[config.mk]
export PLATFORM = sky130hd
export DESIGN_NAME = ssxr_top
export DESIGN_NICKNAME = d
export VERILOG_FILES = /design/src/verilog/ssxr_pkg.sv /design/src/verilog/ssxr_top.sv
export SDC_FILE = /design/constraint.sdc
export NUM_CORES = 1
export LEC_CHECK = 0
export ABC_AREA = 1
export BUFFER_PORTS_ARGS = -buffer_cell sky130_fd_sc_hd__buf_4
export CAP_MARGIN = 0
export CELL_PAD_IN_SITES_DETAIL_PLACEMENT = 1
export CELL_PAD_IN_SITES_GLOBAL_PLACEMENT = 1
export CORE_ASPECT_RATIO = 1.1
export CORE_MARGIN = 4
export CORE_UTILIZATION = 46
export DETAILED_ROUTE_END_ITERATION = 6
export PLACE_DENSITY = 0.91
export SLEW_MARGIN = 20
export SYNTH_ARGS = -nofsm -noshare
export SYNTH_HDL_FRONTEND = slang
export SYNTH_SLANG_ARGS = --single-unit
[constraint.sdc]
create_clock -name I_CLK_SYS -period 8.1 [get_ports I_CLK_SYS]
set_clock_uncertainty 0.05 [all_clocks]
set_input_delay 0.81 -clock I_CLK_SYS [delete_from_list [all_inputs] [get_ports I_CLK_SYS]]
set_output_delay 0.81 -clock I_CLK_SYS [all_outputs]
set_load 0.05 [all_outputs]
[src/verilog/ssxr_pkg.sv]
package ssxr_pkg;

	// Opcodes (values chosen for this block; the fast read code is fixed)
	localparam logic [7:0] OPC_WRITE_ENABLE = 8'h06;
	localparam logic [7:0] OPC_WRITE_DISABLE = 8'h04;
	localparam logic [7:0] OPC_WRITE = 8'h02;
	localparam logic [7:0] OPC_DUAL_DATA_WRITE = 8'hA2;
	localparam logic [7:0] OPC_FOUR_DATA_WRITE = 8'h32;
	localparam logic [7:0] OPC_DUAL_ADDR_DATA_WRITE = 8'hA1;
	localparam logic [7:0] OPC_FOUR_ADDR_DATA_WRITE = 8'hD2;
	localparam logic [7:0] OPC_FAST_READ = 8'h0B;
	localparam logic [7:0] OPC_DUAL_OUTPUT_READ = 8'h3B;
	localparam logic [7:0] OPC_FOUR_OUTPUT_READ = 8'h6B;
	localparam logic [7:0] OPC_DUAL_IO_READ = 8'hBB;
	localparam logic [7:0] OPC_FOUR_IO_READ = 8'hEB;
	localparam logic [7:0] OPC_RESET_ARM = 8'h66;
	localparam logic [7:0] OPC_RESET = 8'h99;
	localparam logic [7:0] OPC_ENTER_SINGLE = 8'hFF;
	localparam logic [7:0] OPC_ENTER_DUAL = 8'h37;
	localparam logic [7:0] OPC_ENTER_FOUR = 8'h38;

	// Frame layout
	localparam int ADDR_W = 17;
	localparam logic [16:0] ADDR_TOP = 17'h1FFFF;
	localparam logic [16:0] ADDR_ZERO = 17'h00000;
	localparam logic [4:0] BYTE_BITS = 5'h08;
	localparam logic [4:0] ADDR_FIELD_BITS = 5'h18;
	localparam logic [3:0] MODE_STAY = 4'hA;
	localparam logic [3:0] OE_SINGLE = 4'h2;
	localparam logic [3:0] OE_DUAL = 4'h3;
	localparam logic [3:0] OE_FOUR = 4'hF;

	typedef enum logic [1:0] {LN_SINGLE, LN_DUAL, LN_FOUR} ssxr_lane_e;
	typedef enum logic [2:0] {ST_IDLE, ST_OPC, ST_ADDR, ST_MODE, ST_RDATA, ST_WDATA,
		ST_IGNORE} ssxr_state_e;

endpackage

[src/verilog/ssxr_top.sv]
`timescale 1ns/1ns
`default_nettype none

// Notes on behaviour
// - Burst write increments, wraps top to zero
// - Write latch stays set after writes
// - Protected addresses advance but discard data
// - Three address bytes, seventeen bits used
// - Write data follows address directly, MSB first
// - Single lane write on serial input
// - Dual lane write, bit 7 on lane 1
// - Four lane write, bit 7 on lane 3
// - Dual data write: serial head, two-lane data
// - Four data write: serial head, four-lane data
// - Dual address-data write after serial opcode
// - Four address-data write after serial opcode
// - Continuous read only for listed reads
// - Mode nibble A keeps continuous read
// - Mode byte lower nibble ignored
// - Reset acts only right after arm
// - Soft reset: single lane, volatile bits cleared
// - Arm and reset ignored while write busy
// - Four-lane enable turns protect/spare into lanes
// - Reads carry mode byte before data
module ssxr_top
	import ssxr_pkg::*;
(
	// Clock and reset
	input wire logic I_CLK_SYS,
	input wire logic I_RSTN,
	// Serial link
	input wire logic I_SCK,
	input wire logic I_CS_N,
	input wire logic [3:0] I_IO_IN,
	output logic [3:0] O_IO_OUT,
	output logic [3:0] O_IO_OE,
	// Configuration and status
	input wire logic I_FOUR_LANE_EN,
	input wire logic I_WRITE_IN_PROGRESS,
	input wire logic I_PROT_EN,
	input wire logic [ADDR_W-1:0] I_PROT_LO,
	input wire logic [ADDR_W-1:0] I_PROT_HI,
	output logic O_WRITE_ENABLE_LATCH,
	output logic O_CONTINUOUS_READ,
	output logic [1:0] O_LANE_MODE,
	output logic O_RESET_ARMED,
	output logic O_SOFT_RESET,
	output logic O_WP_N,
	// Memory array port
	output logic [ADDR_W-1:0] O_MEM_RADDR,
	input wire logic [7:0] I_MEM_RDATA,
	output logic O_MEM_WE,
	output logic [ADDR_W-1:0] O_MEM_WADDR,
	output logic [7:0] O_MEM_WDATA
);

	typedef struct packed {
		logic sck1, sck2, sck3;
		logic cs1, cs2;
		logic [3:0] io1, io2;
		ssxr_state_e st;
		logic [23:0] sh;
		logic [4:0] cnt;
		ssxr_lane_e lw_addr, lw_data;
		logic is_read;
		logic [ADDR_W-1:0] addr;
		logic [7:0] out_sh;
		logic [3:0] io_out, io_oe;
		ssxr_lane_e mode;
		logic write_enable_latch, continuous_read_mode;
		ssxr_lane_e xip_la, xip_ld;
		logic armed, srst, we;
		logic [ADDR_W-1:0] waddr;
		logic [7:0] wdata;
		logic wp_n;
	} ssxr_reg_s;

	////////////////////////////////////////////////////////////////////////////
	// Reset release
	logic [1:0] rst_sync;
	logic rst_n;
	always_ff @(posedge I_CLK_SYS or negedge I_RSTN) begin
		if (!I_RSTN) begin
			rst_sync <= 2'h0;
		end else begin
			rst_sync <= {rst_sync[0], 1'b1};
		end
	end
	assign rst_n = rst_sync[1];

	////////////////////////////////////////////////////////////////////////////
	// Helpers
	function automatic logic [4:0] lane_bits(input ssxr_lane_e l);
		case (l)
			LN_SINGLE: lane_bits = 5'h01;
			LN_DUAL: lane_bits = 5'h02;
			default: lane_bits = 5'h04;
		endcase
	endfunction
	function automatic logic [23:0] shift_in(input logic [23:0] s, input logic [3:0] io,
		input ssxr_lane_e l);
		case (l)
			LN_SINGLE: shift_in = {s[22:0], io[0]};
			LN_DUAL: shift_in = {s[21:0], io[1:0]};
			default: shift_in = {s[19:0], io[3:0]};
		endcase
	endfunction
	function automatic logic [ADDR_W-1:0] next_addr(input logic [ADDR_W-1:0] a);
		next_addr = (a == ADDR_TOP) ? ADDR_ZERO : a + 17'h00001;
	endfunction

	////////////////////////////////////////////////////////////////////////////
	// Command engine
	ssxr_reg_s r;
	ssxr_reg_s n;
	always_comb begin
		logic rise, fall, ok, four_cmd;
		logic [23:0] sh_in;
		logic [4:0] cnt_in;
		logic [7:0] ob, b;
		rise = r.sck2 & ~r.sck3;
		fall = ~r.sck2 & r.sck3;
		sh_in = 24'h000000;
		cnt_in = 5'h00;
		ob = 8'h00;
		b = 8'h00;
		ok = 1'b0;
		four_cmd = 1'b0;
		n = r;
		n.we = 1'b0;
		n.srst = 1'b0;
		n.sck1 = I_SCK;
		n.sck2 = r.sck1;
		n.sck3 = r.sck2;
		n.cs1 = I_CS_N;
		n.cs2 = r.cs1;
		n.io1 = I_IO_IN;
		n.io2 = r.io1;
		n.wp_n = I_FOUR_LANE_EN ? 1'b1 : r.io2[2];
		if (r.cs2) begin
			n.st = ST_IDLE;
			n.io_oe = 4'h0;
			n.cnt = 5'h00;
		end else begin
			case (r.st)
				ST_IDLE: begin
					n.cnt = 5'h00;
					n.sh = 24'h000000;
					if (r.continuous_read_mode) begin
						n.st = ST_ADDR;
						n.is_read = 1'b1;
						n.lw_addr = r.xip_la;
						n.lw_data = r.xip_ld;
					end else begin
						n.st = ST_OPC;
					end
				end
				ST_OPC: begin
					if (rise) begin
						sh_in = shift_in(r.sh, r.io2, r.mode);
						cnt_in = r.cnt + lane_bits(r.mode);
						n.sh = sh_in;
						n.cnt = cnt_in;
						if (cnt_in == BYTE_BITS) begin
							b = sh_in[7:0];
							n.cnt = 5'h00;
							n.sh = 24'h000000;
							n.armed = 1'b0;
							n.lw_addr = r.mode;
							n.lw_data = r.mode;
							n.is_read = 1'b0;
							case (b)
								OPC_WRITE_ENABLE: n.write_enable_latch = 1'b1;
								OPC_WRITE_DISABLE: n.write_enable_latch = 1'b0;
								OPC_RESET_ARM: n.armed = r.armed | ~I_WRITE_IN_PROGRESS;
								OPC_RESET: begin
									n.armed = I_WRITE_IN_PROGRESS & r.armed;
									n.srst = r.armed & ~I_WRITE_IN_PROGRESS;
									n.mode = n.srst ? LN_SINGLE : r.mode;
									n.write_enable_latch = r.write_enable_latch & ~n.srst;
									n.continuous_read_mode = r.continuous_read_mode & ~n.srst;
								end
								OPC_ENTER_SINGLE: n.mode = LN_SINGLE;
								OPC_ENTER_DUAL: n.mode = LN_DUAL;
								OPC_ENTER_FOUR: n.mode = LN_FOUR;
								OPC_WRITE, OPC_FAST_READ: begin
									ok = 1'b1;
									n.is_read = (b == OPC_FAST_READ);
									four_cmd = (r.mode == LN_FOUR);
								end
								OPC_DUAL_DATA_WRITE, OPC_DUAL_OUTPUT_READ: begin
									ok = (r.mode == LN_SINGLE);
									n.is_read = (b == OPC_DUAL_OUTPUT_READ);
									n.lw_data = LN_DUAL;
								end
								OPC_FOUR_DATA_WRITE, OPC_FOUR_OUTPUT_READ: begin
									ok = (r.mode == LN_SINGLE);
									four_cmd = 1'b1;
									n.is_read = (b == OPC_FOUR_OUTPUT_READ);
									n.lw_data = LN_FOUR;
								end
								OPC_DUAL_ADDR_DATA_WRITE, OPC_DUAL_IO_READ: begin
									ok = (r.mode == LN_SINGLE);
									n.is_read = (b == OPC_DUAL_IO_READ);
									n.lw_addr = LN_DUAL;
									n.lw_data = LN_DUAL;
								end
								OPC_FOUR_ADDR_DATA_WRITE, OPC_FOUR_IO_READ: begin
									ok = (r.mode == LN_SINGLE);
									four_cmd = 1'b1;
									n.is_read = (b == OPC_FOUR_IO_READ);
									n.lw_addr = LN_FOUR;
									n.lw_data = LN_FOUR;
								end
								default: ok = 1'b0;
							endcase
							ok = ok & ~(four_cmd & ~I_FOUR_LANE_EN);
							ok = ok & (n.is_read | r.write_enable_latch);
							n.st = ok ? ST_ADDR : ST_IGNORE;
						end
					end
				end
				ST_ADDR: begin
					if (rise) begin
						sh_in = shift_in(r.sh, r.io2, r.lw_addr);
						cnt_in = r.cnt + lane_bits(r.lw_addr);
						n.sh = sh_in;
						n.cnt = cnt_in;
						if (cnt_in == ADDR_FIELD_BITS) begin
							n.addr = sh_in[ADDR_W-1:0];
							n.cnt = 5'h00;
							n.sh = 24'h000000;
							n.st = r.is_read ? ST_MODE : ST_WDATA;
						end
					end
				end
				ST_MODE: begin
					if (rise) begin
						sh_in = shift_in(r.sh, r.io2, r.lw_addr);
						cnt_in = r.cnt + lane_bits(r.lw_addr);
						n.sh = sh_in;
						n.cnt = cnt_in;
						if (cnt_in == BYTE_BITS) begin
							n.continuous_read_mode = (sh_in[7:4] == MODE_STAY);
							n.xip_la = r.lw_addr;
							n.xip_ld = r.lw_data;
							n.cnt = 5'h00;
							n.st = ST_RDATA;
						end
					end
				end
				ST_RDATA: begin
					if (fall) begin
						ob = (r.cnt == 5'h00) ? I_MEM_RDATA : r.out_sh;
						n.io_out = 4'h0;
						case (r.lw_data)
							LN_SINGLE: begin
								n.io_out[1] = ob[7];
								n.io_oe = OE_SINGLE;
							end
							LN_DUAL: begin
								n.io_out[1:0] = ob[7:6];
								n.io_oe = OE_DUAL;
							end
							default: begin
								n.io_out = ob[7:4];
								n.io_oe = OE_FOUR;
							end
						endcase
						n.out_sh = 8'(ob << lane_bits(r.lw_data));
						cnt_in = r.cnt + lane_bits(r.lw_data);
						n.cnt = cnt_in;
						if (cnt_in == BYTE_BITS) begin
							n.cnt = 5'h00;
							n.addr = next_addr(r.addr);
						end
					end
				end
				ST_WDATA: begin
					if (rise) begin
						sh_in = shift_in(r.sh, r.io2, r.lw_data);
						cnt_in = r.cnt + lane_bits(r.lw_data);
						n.sh = sh_in;
						n.cnt = cnt_in;
						if (cnt_in == BYTE_BITS) begin
							n.cnt = 5'h00;
							n.wdata = sh_in[7:0];
							n.waddr = r.addr;
							n.we = ~(I_PROT_EN && r.addr >= I_PROT_LO && r.addr <= I_PROT_HI);
							n.addr = next_addr(r.addr);
						end
					end
				end
				ST_IGNORE: n.cnt = 5'h00;
				default: n.st = ST_IDLE;
			endcase
		end
	end

	always_ff @(posedge I_CLK_SYS or negedge rst_n) begin
		if (!rst_n) begin
			r <= '0;
			r.cs1 <= 1'b1;
			r.cs2 <= 1'b1;
			r.wp_n <= 1'b1;
		end else begin
			r <= n;
		end
	end

	////////////////////////////////////////////////////////////////////////////
	// Outputs
	assign O_IO_OUT = r.io_out;
	assign O_IO_OE = r.io_oe;
	assign O_WRITE_ENABLE_LATCH = r.write_enable_latch;
	assign O_CONTINUOUS_READ = r.continuous_read_mode;
	assign O_LANE_MODE = r.mode;
	assign O_RESET_ARMED = r.armed;
	assign O_SOFT_RESET = r.srst;
	assign O_WP_N = r.wp_n;
	assign O_MEM_RADDR = r.addr;
	assign O_MEM_WE = r.we;
	assign O_MEM_WADDR = r.waddr;
	assign O_MEM_WDATA = r.wdata;

endmodule // ssxr_top

`default_nettype wire

==> metrics.txt <==
fraction of the cycle the final worst path needs 48.4%; kind of critical path register to register; via count normalized by instance count about 5.9; clock sinks about 110; register cell area after layout 2840 µm²; most used cell, CP sky130_fd_sc_hd__nand2_1; Max Cap Violations 0; post-synthesis instance area about 8300 µm²; Routability Congestion about 1; cell count after placement between 1000 and 1500; required time worst endpoint around 8.3 ns; detailed router's first-iteration violation count between 500 and 600; met2 Use GR a little over half; summed negative setup slack over all endpoints 0 ns; detailed placer's ending HPWL about 22000 µm; total power per unit cell area 321 nW/µm²; total via count after detailed routing 8416; result of the run complete, no violations; Detailed Routing Iterations Pass 1 5; syn avg cell area roughly 7.3 µm²; synthesized flop and latch total 113; instance count of the mapped netlist 1128; Layout area overhead 15.3%; detail-routed net length per standard cell 20.5 µm; number of antenna cells inserted 0; Final setup violation count 0; CTS clk-pin slew, worst paths ~0.060 ns; TritonCTS clock tree yes; Die W roughly 140 µm; min cycle time layout just under 4 ns; vertical die dimension ~150 µm; list of cells traversed by the critical path nor2_1 > ha_1 > fa_1 > nand2_1 > a21oi_1 > xor2_1 > nor4_1 > nand2_1 > nand2_1 > nand3_2 > inv_2 > o21ai_0; number of gates resized after CTS 0; total global routing overflow 0; arrival time worst endpoint 4.14 ns; number of flops mapped to enable cells by yosys 0; VDD IR-drop max 189 µV; Slowest Stage Delay on Critical Path between 0.7 and 0.8 ns; GR met3 Demand/Resource roughly 5.2%; slew of the pin with the lowest slew margin a little over 1 ns; grt met1 use 34.9%; library cell contributing the largest single delay on the critical path sky130_fd_sc_hd__nor2_1; initial antenna violation count 0; Overall Global Routing Usage between 20 and 30%; routing layer with the top usage in global route met2; Synth warnings 0; area of the die between 20000 and 25000 µm²; fin. max-slew vios 0; # nets final 1281; hold crit path type input port to asynchronous set/reset pin; pin count of the biggest net entering global routing 68; number of setup buffers added after CTS 0; # rows ~50; CP Capture Type register; Leak Pwr approximately 0.0046 µW; sort of element at the start of the critical path register; sequential share of the synthesized area about a third; Initial Util 46.7%; predominant post-synthesis flop cell sky130_fd_sc_hd__dfrtp_1; H-tree Lvls 4; first-pass GRT wire length about 47000 µm; Synth async-reset ratio 100%; non-filler instance count after layout approximately 1400; I/O pin count ~110; most used cells in the layout excluding fill and tap cells 273 x sky130_fd_sc_hd__nand2_1, 139 x sky130_fd_sc_hd__inv_1, 112 x sky130_fd_sc_hd__buf_4; layout cell share with drive strength beyond 1 between 10% and 20%; post-route setup slack around 4.2 ns; Hold Vio Cnt, Final 0; most frequent standard cell in the layout excluding fill and tap cells sky130_fd_sc_hd__nand2_1; cts bufs inserted 17; hold_buf cts 0; RSZ-0062 raised after global routing no; later-pin clock latency in the skew report 0.42 ns; vias in the first global route 8993; worst slew slack as a fraction of its limit roughly a third; CTS Root Cell sky130_fd_sc_hd__clkbuf_16; CP max FO 25; area taken by multi-input logic gates between 4000 and 5000 µm²; overall routed net length between 20000 and 30000 µm; worst path buffer plus inverter count 1; Fill cells 2260; remaining routing DRC violations 0; clock buffer depth 2; Achievable Freq about 0.26 GHz; worst setup slack after placement between 4 and 5 ns; CP top delay family simple AND/OR/NAND/NOR gates; remaining number of nets flagged by the antenna check after routing 0; net count after synthesis about 1200; number of unique standard cell types used by synthesis 54; area of the placeable core between 15000 and 20000 µm²; IO Port Bufs between 100 and 150
[synthesized netlist by cell type, types with 3 or more instances]
| cell type | count | area [µm²] |
|---|---|---|
| sky130_fd_sc_hd__nand2_1 | 273 | 1020 |
| sky130_fd_sc_hd__inv_1 | 139 | 522 |
| sky130_fd_sc_hd__dfrtp_1 | 110 | 2750 |
| sky130_fd_sc_hd__o21ai_0 | 97 | 485 |
| sky130_fd_sc_hd__nor2_1 | 79 | 297 |
| sky130_fd_sc_hd__a21oi_1 | 56 | 280 |
| sky130_fd_sc_hd__buf_4 | 53 | 398 |
| sky130_fd_sc_hd__ha_1 | 45 | 563 |
| sky130_fd_sc_hd__nand3_1 | 40 | 200 |
| sky130_fd_sc_hd__o22ai_1 | 32 | 200 |
| sky130_fd_sc_hd__o221ai_1 | 21 | 184 |
| sky130_fd_sc_hd__clkbuf_1 | 19 | 71.3 |
| sky130_fd_sc_hd__nand4_1 | 16 | 100 |
| sky130_fd_sc_hd__nor3_1 | 16 | 80.1 |
| sky130_fd_sc_hd__nor2_2 | 15 | 93.8 |
| sky130_fd_sc_hd__o211ai_1 | 13 | 97.6 |
| sky130_fd_sc_hd__xor2_1 | 12 | 105 |
| sky130_fd_sc_hd__nand2_2 | 10 | 62.6 |
| sky130_fd_sc_hd__inv_2 | 8 | 30.0 |
| sky130_fd_sc_hd__a22oi_1 | 5 | 37.5 |
| sky130_fd_sc_hd__nor2_4 | 5 | 56.3 |
| sky130_fd_sc_hd__a31oi_1 | 4 | 25.0 |
| sky130_fd_sc_hd__buf_6 | 4 | 45.0 |
| sky130_fd_sc_hd__clkinv_1 | 4 | 15.0 |
| sky130_fd_sc_hd__nand3_2 | 4 | 40.0 |
| sky130_fd_sc_hd__nor4_1 | 4 | 25.0 |
| sky130_fd_sc_hd__a221oi_1 | 3 | 26.3 |
| sky130_fd_sc_hd__dfstp_2 | 3 | 78.8 |
| sky130_fd_sc_hd__fa_1 | 3 | 60.1 |
| sky130_fd_sc_hd__mux2i_1 | 3 | 30.0 |
| sky130_fd_sc_hd__o21ai_1 | 3 | 15.0 |
[sequential cells by signal, indices dropped and copies added, names as in the netlist, 2 cells and up]
name         flops
n                7
O_MEM_WADDR     17
O_MEM_WDATA      8
rst_sync         2
r               47
O_MEM_RADDR     17
O_IO_OE          3
O_IO_OUT         4
O_LANE_MODE      2
[metal layers]
layer / wire, µm / part of all wire [%] / vias to the layer above
li1: - / - / 3826
met4: 1580 / 5.4 / 0
met2: 14700 / 50 / 330
met1: 11400 / 39 / 4155
met5: 0 / 0 / -
met3: 1680 / 5.7 / 105
[logic make-up after synthesis]
group | share of synthesized area [%]
mux | 0.364
compound gates | 17.9
simple gates | 25.0
other cells | 0.0454
flops | 34.3
buf+inv | 13.3
xor+xnor | 1.49
fa+ha+maj | 7.55
[power breakdown]
part | switching (µW) | internal [µW] | leakage (µW)
clock network | 278 | 561 | 0.000314
logic | 960 | 406 | 0.00287
registers | 194 | 658 | 0.00144
[worst register-to-register path: cells and delay by family, from the launching register on]
kind                     cells  cell delay [ns]
adder cells (fa/ha/maj)      2             0.58
XOR/XNOR                     1             0.12
AO/OA/AOI/OAI                2             0.37
AND/OR/NAND/NOR              6             1.67
flip-flops                   1             0.61
buffers and inverters        1             0.38
[cell type report]
cell class,count,share of cell area [%]
Sequential cell,113,29.8
Timing Repair Buffer,112,8.84
Clock inverter,10,1.91
Clock buffer,22,4.88
Inverter,151,5.96
Tap cell,238,3.13
Multi-Input combinational cell,785,45.5
[worst paths after layout]
path,start,endpoint,slack (ns),cells past startpoint
setup / recovery,r[72],O_MEM_RADDR[9],4.18,12
hold / removal,I_RSTN,rst_sync[1],0.11,1
setup reg to reg,r[72],O_MEM_RADDR[9],4.18,12
hold reg to reg,rst_sync[1],n[118],0.27,0
max in group asynchronous,rst_sync[1],O_MEM_RADDR[11],6.42,1
min in group I_CLK_SYS,n[108],r[108],0.29,0
[per-stage QoR]
stage / total power [µW] / hold slack (ns) / util, % / area [µm²]
2_1_floorplan: 1770 / 0.281 / - / 8250
3_3_place_gp: 2140 / 0.282 / 50.2 / 8870
3_5_place_dp: 2180 / 0.286 / 50.2 / 8870
4_1_cts: 3040 / 0.100 / 53.8 / 9510
5_1_grt: 3250 / 0.0975 / 53.8 / 9510
6_report: 3060 / 0.110 / 53.8 / 9510
Power figures use the tool's default switching activity.
